**config.mk**
```make
export PLATFORM = sky130hd
export DESIGN_NAME = iocc_core
export DESIGN_NICKNAME = d
export VERILOG_FILES = /design/src/rtl/iocc_pkg.sv /design/src/rtl/iocc_core.sv
export SDC_FILE = /design/constraint.sdc
export NUM_CORES = 1
export LEC_CHECK = 0
export CAP_MARGIN = 5
export CORE_ASPECT_RATIO = 0.8
export CORE_MARGIN = 3
export CORE_UTILIZATION = 60
export DETAILED_ROUTE_END_ITERATION = 10
export DONT_BUFFER_PORTS = 1
export PLACE_DENSITY = 0.77
export SLEW_MARGIN = 20
export SYNTH_ARGS = -nofsm -noshare
export SYNTH_HDL_FRONTEND = slang
export SYNTH_SLANG_ARGS = --single-unit
```
**constraint.sdc**
```tcl
create_clock -name mclk -period 4.5 [get_ports mclk]
set_input_delay 0.9 -clock mclk [delete_from_list [all_inputs] [get_ports mclk]]
set_output_delay 0.9 -clock mclk [all_outputs]
set_load 0.05 [all_outputs]
```
**src/rtl/iocc_pkg.sv**
```systemverilog
// Purpose: Constants for the I/O channel converter control block
// Assumes: 8 I/O channels, 12-bit codes, 16-bit register words
// Notes:   Pointer nibbles, register selects and field positions
// Contract
// Pointer upper nibble zero selects control registers
// Reset: all channels pull-down, no function
// Bit n of function register assigns channel n
// Conflicting functions: most recent write wins
// DAC plus ADC allowed, DAC drives
// GPIO in plus out drives, reads output
// Lock bit set discards pin-function writes
// Controller reconfigures only idle and unlocked
// Pointer nibble 0001 writes DAC, bits 2:0 select
// DAC data bytes stored into input register
// Two-bit load-transfer mode field, 11 reserved
// Mode 00 copies input to DAC at once
// Mode 01 holds DAC registers unchanged
// Mode 10 copies all, then reverts 01
// Readback nibble 0101 selects DAC input register
// Readback word: flag, address, 12-bit code
// Sequence write starts tracking first channel
// Channels converted ascending, one per result
// Conversion starts at ACK before result MSB
// End: repeat restarts, else final result repeats
// New sequence abandons old, starts first channel
// Clearing sequence register stops sequencing
// Write-all loads every DAC-configured channel
// Sequence: repeat bit 9, temperature 8, channels
// Lock is bit 7 of control register
package iocc_pkg;
  localparam int NCH = 8;
  localparam int CODE_W = 12;
  localparam logic [3:0] PTR_CTRL = 4'h0;
  localparam logic [3:0] PTR_DAC_WR = 4'h1;
  localparam logic [3:0] PTR_ADC_RD = 4'h4;
  localparam logic [3:0] PTR_DAC_RD = 4'h5;
  localparam logic [3:0] PTR_GPIO_RD = 4'h6;
  localparam logic [3:0] REG_SEQ = 4'h2;
  localparam logic [3:0] REG_GPCTL = 4'h3;
  localparam logic [3:0] REG_ADC_CFG = 4'h4;
  localparam logic [3:0] REG_DAC_CFG = 4'h5;
  localparam logic [3:0] REG_PULLDOWN = 4'h6;
  localparam logic [3:0] REG_LOAD_MODE = 4'h7;
  localparam logic [3:0] REG_GPO_CFG = 4'h8;
  localparam logic [3:0] REG_GPO_DATA = 4'h9;
  localparam logic [3:0] REG_GPI_CFG = 4'ha;
  localparam int GPCTL_LOCK_BIT = 7;
  localparam int GPCTL_WRALL_BIT = 6;
  localparam int SEQ_REP_BIT = 9;
  localparam int SEQ_TEMP_BIT = 8;
  localparam int READBACK_FLAG_BIT = 15;
  localparam logic [1:0] LOAD_IMMEDIATE = 2'b00;
  localparam logic [1:0] LOAD_HOLD = 2'b01;
  localparam logic [1:0] LOAD_COPY_ALL = 2'b10;
  localparam logic [1:0] LOAD_RESERVED = 2'b11;
  localparam logic [7:0] PULLDOWN_RST = 8'hff;
  localparam logic [7:0] CFG_RST = 8'h00;
  localparam logic [9:0] SEQ_RST = 10'h000;
  localparam logic [15:0] GPCTL_RST = 16'h0000;
  localparam logic [3:0] TEMP_CHANNEL = 4'h8;
  localparam int BUF_DEPTH = 2;
  localparam int BUF_W = 24;
endpackage

```
**src/rtl/iocc_core.sv**
```systemverilog
// Purpose: I2C target command logic, pin functions, DAC and ADC control
// Assumes: scl and sda come from pins; converter answers adc_done
// Notes:   adc_done must follow adc_start within 2 mclk cycles
`timescale 1ns/1ps
module iocc_core
  import iocc_pkg::*;
#(
  parameter logic [6:0] TARGET_ADDR = 7'h2a, // Arbitrary value
  parameter int         DEPTH       = BUF_DEPTH
) (
  input  wire logic               mclk,
  input  wire logic               reset_n,
  input  wire logic               scl_pin,
  input  wire logic               sda_in,
  output logic                    sda_out,
  output logic                    sda_oe,
  input  wire logic [NCH-1:0]     gpio_in,
  output logic      [NCH-1:0]     gpio_out,
  output logic      [NCH-1:0]     gpio_oe,
  output logic      [NCH-1:0]     io_dac_en,
  output logic      [NCH-1:0]     io_adc_en,
  output logic      [NCH-1:0]     io_pulldown_en,
  output logic      [15:0]        gp_control,
  output logic      [NCH*CODE_W-1:0] dac_code,
  output logic                    adc_start,
  output logic      [3:0]         adc_channel,
  input  wire logic [CODE_W-1:0]  adc_result,
  input  wire logic               adc_done,
  output logic                    adc_active
);

  if (DEPTH != 2 && DEPTH != 4) begin : g_bad_depth
    $error("DEPTH must be 2 or 4");
  end

  localparam int AW = $clog2(DEPTH);

  typedef enum logic [2:0] {
    st_idle, st_start, st_addr, st_addr_ack, st_wr, st_wr_ack, st_rd,
    st_rd_ack
  } iocc_state_t;

  // Pin synchronisers
  logic scl_s1, scl_s2, scl_s3, sda_s1, sda_s2, sda_s3;
  logic [NCH-1:0] gpi_s1, gpi_s2;
  always_ff @(posedge mclk) begin
    if (!reset_n) begin
      {scl_s1, scl_s2, scl_s3} <= 3'b111;
      {sda_s1, sda_s2, sda_s3} <= 3'b111;
      gpi_s1 <= 8'h00;
      gpi_s2 <= 8'h00;
    end else begin
      {scl_s1, scl_s2, scl_s3} <= {scl_pin, scl_s1, scl_s2};
      {sda_s1, sda_s2, sda_s3} <= {sda_in, sda_s1, sda_s2};
      gpi_s1 <= gpio_in;
      gpi_s2 <= gpi_s1;
    end
  end

  logic scl_rise, scl_fall, bus_start, bus_stop;
  assign scl_rise  = scl_s2 & ~scl_s3;
  assign scl_fall  = ~scl_s2 & scl_s3;
  assign bus_start = scl_s2 & scl_s3 & sda_s3 & ~sda_s2;
  assign bus_stop  = scl_s2 & scl_s3 & ~sda_s3 & sda_s2;

  // Registers
  logic [7:0]  adc_cfg, dac_cfg, gpo_cfg, gpi_cfg, pd_cfg, gpo_data;
  logic [15:0] gpctl;
  logic [9:0]  seq;
  logic [1:0]  load_mode;
  logic [CODE_W-1:0] in_reg [NCH];
  logic [15:0] adc_word;
  logic [3:0]  cur_ch;
  logic        seq_done;
  logic [7:0]  gpio_rd;

  // Command buffer of DEPTH entries (2 or 4)
  logic [BUF_W-1:0] buf_mem [DEPTH];
  logic [AW:0]      buf_wp, buf_rp;
  logic             buf_full, buf_empty, push_valid, push_ready;
  logic             pop_valid, pop_ready, pop;
  logic [BUF_W-1:0] push_data, pop_data;
  assign buf_full   = (buf_wp[AW] != buf_rp[AW]) &&
                      (buf_wp[AW-1:0] == buf_rp[AW-1:0]);
  assign buf_empty  = buf_wp == buf_rp;
  assign push_ready = ~buf_full;
  assign pop_valid  = ~buf_empty;
  assign pop_data   = buf_mem[buf_rp[AW-1:0]];
  assign pop        = pop_valid & pop_ready;
  always_ff @(posedge mclk) begin
    if (!reset_n) begin
      buf_wp <= '0;
      buf_rp <= '0;
    end else begin
      if (push_valid && push_ready) begin
        buf_mem[buf_wp[AW-1:0]] <= push_data;
        buf_wp <= buf_wp + 1'b1;
      end
      if (pop) begin
        buf_rp <= buf_rp + 1'b1;
      end
    end
  end

  // Decoded command from buffer head
  logic [7:0]  cmd_ptr;
  logic [15:0] cmd_data;
  logic        cmd_ctrl, cmd_dac, fn_write;
  assign cmd_ptr  = pop_data[23:16];
  assign cmd_data = pop_data[15:0];
  assign cmd_ctrl = pop && cmd_ptr[7:4] == PTR_CTRL;
  assign cmd_dac  = pop && cmd_ptr[7:4] == PTR_DAC_WR;
  assign fn_write = cmd_ctrl && !gpctl[GPCTL_LOCK_BIT];

  // Pin functions; newest write clears clashing functions
  always_ff @(posedge mclk) begin
    if (!reset_n) begin
      adc_cfg <= CFG_RST;
      dac_cfg <= CFG_RST;
      gpo_cfg <= CFG_RST;
      gpi_cfg <= CFG_RST;
      pd_cfg  <= PULLDOWN_RST;
    end else if (fn_write) begin
      unique case (cmd_ptr[3:0])
        REG_ADC_CFG: begin
          adc_cfg <= cmd_data[7:0];
          gpo_cfg <= gpo_cfg & ~cmd_data[7:0];
          gpi_cfg <= gpi_cfg & ~cmd_data[7:0];
          pd_cfg  <= pd_cfg & ~cmd_data[7:0];
        end
        REG_DAC_CFG: begin
          dac_cfg <= cmd_data[7:0];
          gpo_cfg <= gpo_cfg & ~cmd_data[7:0];
          gpi_cfg <= gpi_cfg & ~cmd_data[7:0];
          pd_cfg  <= pd_cfg & ~cmd_data[7:0];
        end
        REG_GPO_CFG: begin
          gpo_cfg <= cmd_data[7:0];
          adc_cfg <= adc_cfg & ~cmd_data[7:0];
          dac_cfg <= dac_cfg & ~cmd_data[7:0];
          pd_cfg  <= pd_cfg & ~cmd_data[7:0];
        end
        REG_GPI_CFG: begin
          gpi_cfg <= cmd_data[7:0];
          adc_cfg <= adc_cfg & ~cmd_data[7:0];
          dac_cfg <= dac_cfg & ~cmd_data[7:0];
          pd_cfg  <= pd_cfg & ~cmd_data[7:0];
        end
        REG_PULLDOWN: begin
          pd_cfg  <= cmd_data[7:0];
          adc_cfg <= adc_cfg & ~cmd_data[7:0];
          dac_cfg <= dac_cfg & ~cmd_data[7:0];
          gpo_cfg <= gpo_cfg & ~cmd_data[7:0];
          gpi_cfg <= gpi_cfg & ~cmd_data[7:0];
        end
        default: ;
      endcase
    end
  end

  // Control, GPIO data and load-transfer mode
  always_ff @(posedge mclk) begin
    if (!reset_n) begin
      gpctl     <= GPCTL_RST;
      gpo_data  <= CFG_RST;
      load_mode <= LOAD_IMMEDIATE;
    end else if (cmd_ctrl) begin
      if (cmd_ptr[3:0] == REG_GPCTL) begin
        gpctl <= cmd_data;
      end
      if (cmd_ptr[3:0] == REG_GPO_DATA) begin
        gpo_data <= cmd_data[7:0];
      end
      if (cmd_ptr[3:0] == REG_LOAD_MODE) begin
        if (cmd_data[1:0] == LOAD_COPY_ALL) begin
          load_mode <= LOAD_HOLD;
        end else if (cmd_data[1:0] != LOAD_RESERVED) begin
          load_mode <= cmd_data[1:0];
        end
      end
    end
  end

  logic copy_all;
  assign copy_all = cmd_ctrl && cmd_ptr[3:0] == REG_LOAD_MODE &&
                    cmd_data[1:0] == LOAD_COPY_ALL;

  // Per-channel DAC input and DAC registers
  for (genvar i = 0; i < NCH; i++) begin : g_dac
    logic hit;
    assign hit = cmd_dac && (gpctl[GPCTL_WRALL_BIT] ? dac_cfg[i]
                 : cmd_ptr[2:0] == 3'(i));
    always_ff @(posedge mclk) begin
      if (!reset_n) begin
        in_reg[i] <= '0;
        dac_code[i*CODE_W +: CODE_W] <= '0;
      end else begin
        if (hit) begin
          in_reg[i] <= cmd_data[CODE_W-1:0];
        end
        if (hit && load_mode == LOAD_IMMEDIATE) begin
          dac_code[i*CODE_W +: CODE_W] <= cmd_data[CODE_W-1:0];
        end else if (copy_all) begin
          dac_code[i*CODE_W +: CODE_W] <= in_reg[i];
        end
      end
    end
  end

  // Sequence search helpers
  logic [8:0] seq_mask;
  assign seq_mask = {seq[SEQ_TEMP_BIT], seq[7:0]};

  function automatic logic [3:0] first_ch(input logic [8:0] m);
    logic [3:0] r;
    r = 4'h0;
    for (int k = 8; k >= 0; k--) begin
      if (m[k]) begin
        r = 4'(k);
      end
    end
    return r;
  endfunction

  function automatic logic [4:0] next_ch(input logic [8:0] m,
                                          input logic [3:0] c);
    logic [4:0] r;
    r = 5'h00;
    for (int k = 8; k >= 0; k--) begin
      if (m[k] && 4'(k) > c) begin
        r = {1'b1, 4'(k)};
      end
    end
    return r;
  endfunction

  // ADC sequencer
  logic       conv_trig;
  logic [4:0] nxt;
  logic       seq_write;
  assign nxt       = next_ch(seq_mask, cur_ch);
  assign seq_write = cmd_ctrl && cmd_ptr[3:0] == REG_SEQ;
  assign adc_active = |seq_mask && !seq_done;
  assign pop_ready = ~conv_trig;

  always_ff @(posedge mclk) begin
    if (!reset_n) begin
      seq       <= SEQ_RST;
      cur_ch    <= 4'h0;
      seq_done  <= 1'b0;
      adc_start <= 1'b0;
      adc_channel <= 4'h0;
    end else begin
      adc_start <= 1'b0;
      if (seq_write) begin
        seq      <= cmd_data[9:0];
        cur_ch   <= first_ch({cmd_data[SEQ_TEMP_BIT], cmd_data[7:0]});
        seq_done <= 1'b0;
      end else if (conv_trig && adc_active) begin
        adc_start   <= 1'b1;
        adc_channel <= cur_ch;
        if (nxt[4]) begin
          cur_ch <= nxt[3:0];
        end else if (seq[SEQ_REP_BIT]) begin
          cur_ch <= first_ch(seq_mask);
        end else begin
          seq_done <= 1'b1;
        end
      end
    end
  end

  always_ff @(posedge mclk) begin
    if (!reset_n) begin
      adc_word <= 16'h0000;
    end else if (adc_done) begin
      adc_word <= {adc_channel, adc_result};
    end
  end

  // Pin function outputs
  assign io_dac_en      = dac_cfg;
  assign io_adc_en      = adc_cfg;
  assign io_pulldown_en = pd_cfg;
  assign gp_control     = gpctl;
  assign gpio_oe        = gpo_cfg;
  assign gpio_out       = gpo_data & gpo_cfg;
  assign gpio_rd = (gpo_cfg & gpi_cfg & gpo_data) |
                   (gpi_cfg & ~gpo_cfg & gpi_s2);

  // I2C target engine
  iocc_state_t state;
  logic [2:0]  bitcnt;
  logic [7:0]  shreg, txsh, ptr, rd_ptr, msb_byte;
  logic [1:0]  wr_idx;
  logic        rd_lsb, rd_mode;
  logic [15:0] tx_word, next_tx_word;

  always_comb begin
    unique case (rd_ptr[7:4])
      PTR_ADC_RD:  next_tx_word = adc_word;
      PTR_DAC_RD:  next_tx_word = {1'b1, rd_ptr[2:0],
                                   in_reg[rd_ptr[2:0]]};
      PTR_GPIO_RD: next_tx_word = {8'h00, gpio_rd};
      default:     next_tx_word = 16'h0000;
    endcase
  end

  assign conv_trig = scl_rise && rd_ptr[7:4] == PTR_ADC_RD &&
                     ((state == st_addr_ack && rd_mode) ||
                      (state == st_rd_ack && rd_lsb && !sda_s2));
  assign sda_out = 1'b0;
  assign push_data = {ptr, msb_byte, shreg};
  assign push_valid = scl_fall && state == st_wr && bitcnt == 3'd0 &&
                      wr_idx == 2'd2 &&
                      (ptr[7:4] == PTR_CTRL || ptr[7:4] == PTR_DAC_WR);

  always_ff @(posedge mclk) begin
    if (!reset_n) begin
      state    <= st_idle;
      bitcnt   <= 3'd0;
      shreg    <= 8'h00;
      txsh     <= 8'h00;
      ptr      <= 8'h00;
      rd_ptr   <= 8'h00;
      msb_byte <= 8'h00;
      wr_idx   <= 2'd0;
      rd_lsb   <= 1'b0;
      rd_mode  <= 1'b0;
      tx_word  <= 16'h0000;
      sda_oe   <= 1'b0;
    end else if (bus_stop) begin
      state  <= st_idle;
      sda_oe <= 1'b0;
    end else if (bus_start) begin
      state  <= st_start; // Wait for the START's own SCL fall
      bitcnt <= 3'd0;
      wr_idx <= 2'd0;
      sda_oe <= 1'b0;
    end else if (scl_rise) begin
      if (state == st_addr || state == st_wr) begin
        shreg  <= {shreg[6:0], sda_s2};
        bitcnt <= bitcnt + 3'd1;
      end else if (state == st_rd) begin
        bitcnt <= bitcnt + 3'd1;
      end else if (state == st_rd_ack && sda_s2) begin
        state <= st_idle;
      end
    end else if (scl_fall) begin
      unique case (state)
        st_start: state <= st_addr;
        st_addr: if (bitcnt == 3'd0) begin
          if (shreg[7:1] == TARGET_ADDR) begin
            state   <= st_addr_ack;
            rd_mode <= shreg[0];
            sda_oe  <= 1'b1;
          end else begin
            state <= st_idle;
          end
        end
        st_wr: if (bitcnt == 3'd0) begin
          state  <= st_wr_ack;
          sda_oe <= 1'b1;
          if (wr_idx == 2'd0) begin
            ptr    <= shreg;
            wr_idx <= 2'd1;
            if (shreg[7:6] == 2'b01) begin
              rd_ptr <= shreg;
            end
          end else if (wr_idx == 2'd1) begin
            msb_byte <= shreg;
            wr_idx   <= 2'd2;
          end else begin
            sda_oe <= push_ready;
            wr_idx <= 2'd1;
          end
        end
        st_addr_ack, st_rd_ack: begin
          sda_oe <= 1'b0;
          if (state == st_addr_ack && !rd_mode) begin
            state  <= st_wr;
            bitcnt <= 3'd0;
          end else if (rd_lsb || state == st_addr_ack) begin
            tx_word <= next_tx_word;
            txsh    <= {next_tx_word[14:8], 1'b0};
            sda_oe  <= ~next_tx_word[15];
            rd_lsb  <= 1'b0;
            state   <= st_rd;
            bitcnt  <= 3'd0;
          end else begin
            txsh   <= {tx_word[6:0], 1'b0};
            sda_oe <= ~tx_word[7];
            rd_lsb <= 1'b1;
            state  <= st_rd;
            bitcnt <= 3'd0;
          end
        end
        st_wr_ack: begin
          sda_oe <= 1'b0;
          state  <= st_wr;
        end
        st_rd: begin
          if (bitcnt == 3'd0) begin
            state  <= st_rd_ack;
            sda_oe <= 1'b0;
          end else begin
            sda_oe <= ~txsh[7];
            txsh   <= {txsh[6:0], 1'b0};
          end
        end
        default: ;
      endcase
    end
  end

  // Checks
  chk_lock_holds_cfg: assert property (@(posedge mclk) disable iff (!reset_n)
    cmd_ctrl && gpctl[GPCTL_LOCK_BIT] |=> $stable(dac_cfg) && $stable(adc_cfg)
    && $stable(pd_cfg)) else $error("Locked config changed");
  chk_pulldown_reset: assert property (@(posedge mclk)
    $rose(reset_n) |-> io_pulldown_en == PULLDOWN_RST && io_dac_en == 8'h00)
    else $error("Reset pin functions wrong");
  chk_copy_reverts: assert property (@(posedge mclk) disable iff (!reset_n)
    copy_all |=> load_mode == LOAD_HOLD) else $error("Mode not 01");
  chk_hold_keeps_dac: assert property (@(posedge mclk) disable iff (!reset_n)
    cmd_dac && load_mode == LOAD_HOLD |=> $stable(dac_code))
    else $error("DAC moved in hold");
  chk_immediate_copy: assert property (@(posedge mclk) disable iff (!reset_n)
    cmd_dac && load_mode == LOAD_IMMEDIATE && cmd_ptr[2:0] == 3'h0 &&
    !gpctl[GPCTL_WRALL_BIT] |=> dac_code[11:0] == $past(cmd_data[11:0]))
    else $error("DAC not updated");
  chk_readback_word: assert property (@(posedge mclk) disable iff (!reset_n)
    scl_fall && state == st_addr_ack && rd_mode && rd_ptr[7:4] == PTR_DAC_RD
    |=> tx_word[15] && tx_word[14:12] == rd_ptr[2:0])
    else $error("Readback word format");
  chk_start_on_ack: assert property (@(posedge mclk) disable iff (!reset_n)
    $rose(adc_start) |-> $past(scl_rise) && $past(rd_ptr[7:4]) == PTR_ADC_RD)
    else $error("Conversion start misplaced");
  chk_seq_restart: assert property (@(posedge mclk) disable iff (!reset_n)
    seq_write |=> cur_ch == first_ch(seq_mask) && !seq_done)
    else $error("Sequence not restarted");
  chk_fn_exclusive: assert property (@(posedge mclk) disable iff (!reset_n)
    ((dac_cfg | adc_cfg) & (gpo_cfg | gpi_cfg)) == 8'h00 &&
    (pd_cfg & (dac_cfg | adc_cfg | gpo_cfg | gpi_cfg)) == 8'h00)
    else $error("Clashing pin functions");

endmodule

```
==> impl_metrics.tcl <==
set metrics [dict create \
    count_of_input_and_output_buffers 0 \
    register_area_sq_um 9190 \
    yosysTopAreaCell "dfxtp_1" \
    clk_pin_slew_worst_paths_ns 0.06 \
    timing_hold_violations_final 0 \
    netlist-cell-type-count 80 \
    finalWorstPathRequiredPeriod_ns 3.24 \
    die_w_um 201 \
    synth.area.top_cells "dfxtp_1 40%, edfxtp_1 9.8%, mux2i_1 9.3%, nor2b_1 5.1%, o2bb2ai_1 4.7%" \
    dieArea_sq_um 32700 \
    async_reset_ff_share_pct 0 \
    final-setup-viol-count 0 \
    synth-edff-count 60 \
    synth_seq_area_share_pct 50.2 \
    timing.slew.headroom_pct 26.8 \
    fp.dieH_um 162 \
    postCtsHoldBufs 0 \
    irDropWorstVdd_v 0.000286 \
    startpoint_type "flop" \
    drt_pre_antenna_iters 5 \
    timing_max_transition_violations_final 0 \
    hp-class "reg2reg" \
    fin_crit_sh_pct 71.9 \
    grt_first_pass_wirelength_um 78300 \
    cellPowerDensity_nw_per_um2 401 \
    unrepaired_setup_endpoints_after_global_routing "false" \
    clock.fmax_mhz 309 \
    cap_viol_max_count 0 \
    worstMarginPinSlew_ns 1.10 \
    initial_utilization_pct 61.6 \
    detailed_place_hpwl_um 36900 \
    worstSkewPairLatency_ns 0.54 \
    total_routed_length_um 52200 \
    timing.critical_path.to_type "flop" \
    area.growth.synth_to_final_pct 6.75 \
    outcome "complete, no violations" \
    yosysWarningCount 0 \
    grt_pass1_vias 12474 \
    floorplan.io_pins 185 \
    cts_inserted_buffers 41 \
    cp_max_fo 31 \
    globalRouteOverflowTotal 0 \
    synth_flop_cell "dfxtp_1" \
    via_count 13481 \
    crit_arrival_ns 3.61 \
    mappedNetlistArea_sq_um 18300 \
    drt-initial-drc-count 1723 \
    filler_cell_count 2321 \
    antenna_cells 0 \
    route.detailed.vias_per_inst 6.48 \
    root_buffer_cell "clkbuf_16" \
    clock_sink_count 429 \
    synthesis.area_per_instance_sq_um 10.7 \
    crit_required_ns 4.87 \
    postSynthRegisterBits 429 \
    floorplan.rows 56 \
    post_drt_wl_per_cell_um 25.1 \
    post_synth_top_area_share_pct 40.4 \
    drc 0 \
    global_route.usage.total_pct 31.0 \
    antenna_violations_before_repair 1 \
    antenna_left 0 \
    core_area_sq_um 29700 \
    placement.setup.worst_slack_ns 1.32 \
    net_count_after_synthesis 1735 \
    p_leak_nw 7.00 \
    synthesis.instances 1705 \
    h-tree-depth 2 \
    gp_weighted_congestion 0.922 \
    nets 1680 \
    final_critical_path_setup_slack_ns 1.26 \
    combined_area_of_the_multi_input_logic_cells_sq_um 8370 \
    cts.repair_timing.setup_buffer_count 0 \
    grt_start_max_net_pins 292 \
    cts_resized 0 \
    critPathKind "reg2reg" \
    final.setup.tns_ns 0 \
    tritoncts_clock_tree "yes" \
    clockBufferDepth 3 \
    fin_worst_skew_ns 0.00877 \
    final_layout_size_suffix_gt1_share_pct 9.79 \
]
## metrics by stage
stage          total power [mW]  hold WS (ns)  instances  util, %  cell area, sq um
2_1_floorplan              4.54         0.386       1705        -             18300
3_3_place_gp               4.77         0.403       2013     61.8             18400
3_5_place_dp               4.77         0.403       2013     61.8             18400
4_1_cts                    7.82         0.417       2081     65.8             19500
5_1_grt                    8.05         0.453       2081     65.8             19500
6_report                   7.84         0.414       2081     65.8             19500
## path summary, 6_finish.rpt
kind	startpoint	end	slack, ns	cells after the start
worst max-delay path	flop	in_reg[4][2]	1.26	5
worst min-delay path	sda_s1	sda_s2	0.41	1
worst max register to register	flop	in_reg[4][2]	1.26	5
worst min register to register	sda_s1	sda_s2	0.41	1
## layout by cell type (no fill, tap or decap), drive strengths merged, types with 8 or more instances in the layout
master / Yosys / layout
dfxtp: 369 / 369
mux2i: 171 / 171
nand2: 155 / 155
nor2b: 150 / 150
o2bb2ai: 98 / 98
a21oi: 68 / 68
edfxtp: 60 / 60
o21ai: 60 / 60
clkbuf: 72 / 57
nor2: 56 / 56
o22ai: 37 / 37
o211a: 35 / 35
and2: 33 / 33
buf: 56 / 30
mux4: 24 / 24
inv: 21 / 21
mux2: 20 / 20
a21boi: 18 / 18
nand2b: 15 / 15
o211ai: 14 / 14
o21a: 12 / 12
nand4: 11 / 11
o31ai: 11 / 11
nor4b: 11 / 11
nor3: 10 / 10
clkinv: 0 / 10
a32oi: 9 / 9
a211oi: 8 / 8
## final cells by class
cell class	instances	share of cell area [%]
Timing Repair Buffer	30	1.15
Clock inverter	11	0.263
Tap cell	406	2.60
Multi-Input combinational cell	1127	42.8
Sequential cell	429	47.0
Clock buffer	57	5.71
Inverter	21	0.403
## power by group
group | switching (mW) | internal, mW
clock | 1.40 | 1.72
combinational | 0.522 | 0.224
sequential | 0.0691 | 3.91
total | 1.99 | 5.85
## critical path: stages (launching register included)
cell	delay, ns
dfxtp_2	0.75
or3b_2	0.51
a221o_1	0.38
a21oi_2	0.68
nand2_1	0.49
nor2_1	0.23
## synth_stat cells (7+ instances only)
library cell  count
a32oi_1           9
o2bb2ai_1        98
and2_1           32
o211ai_1         13
a21boi_0         10
nand2b_1         15
a31oi_1           7
a211oi_1          7
o22ai_1          37
nor2_1           55
a21boi_2          8
mux4_2           24
nand2_1         155
inv_1            21
buf_4            19
edfxtp_1         60
dfxtp_1         369
o21a_1           12
buf_2            17
nor3_1            9
clkbuf_1         72
o211a_1          35
buf_6            16
nand4_1          11
mux2i_1         170
a21oi_1          66
nor2b_1         150
o31ai_1          11
o21ai_0          54
nand3_1           7
mux2_2           19
## cell families after synthesis
logic type,count (synthesis),synth area share [%]
AO/OA/AOI/OAI,403,16.3
AND/OR/NAND/NOR,494,14.9
multiplexers,215,13.6
XOR/XNOR,9,0.431
flip-flops,429,50.2
adder cells (fa/ha/maj),5,0.342
other,1,0.0205
buffers and inverters,149,4.22
## metal layers
| layer | routed length, um | GRT usage, % | vias up | part of all wire, % |
|---|---|---|---|---|
| met1 | 22800 | 46.1 | 6572 | 44 |
| met3 | 6630 | 9.60 | 108 | 13 |
| met5 | 18 | 0 | - | 0.034 |
| met2 | 21300 | 44.1 | 724 | 41 |
| li1 | - | - | 6075 | - |
| met4 | 1450 | 8.24 | 2 | 2.8 |
No activity file was read; power rests on OpenSTA's default activity.
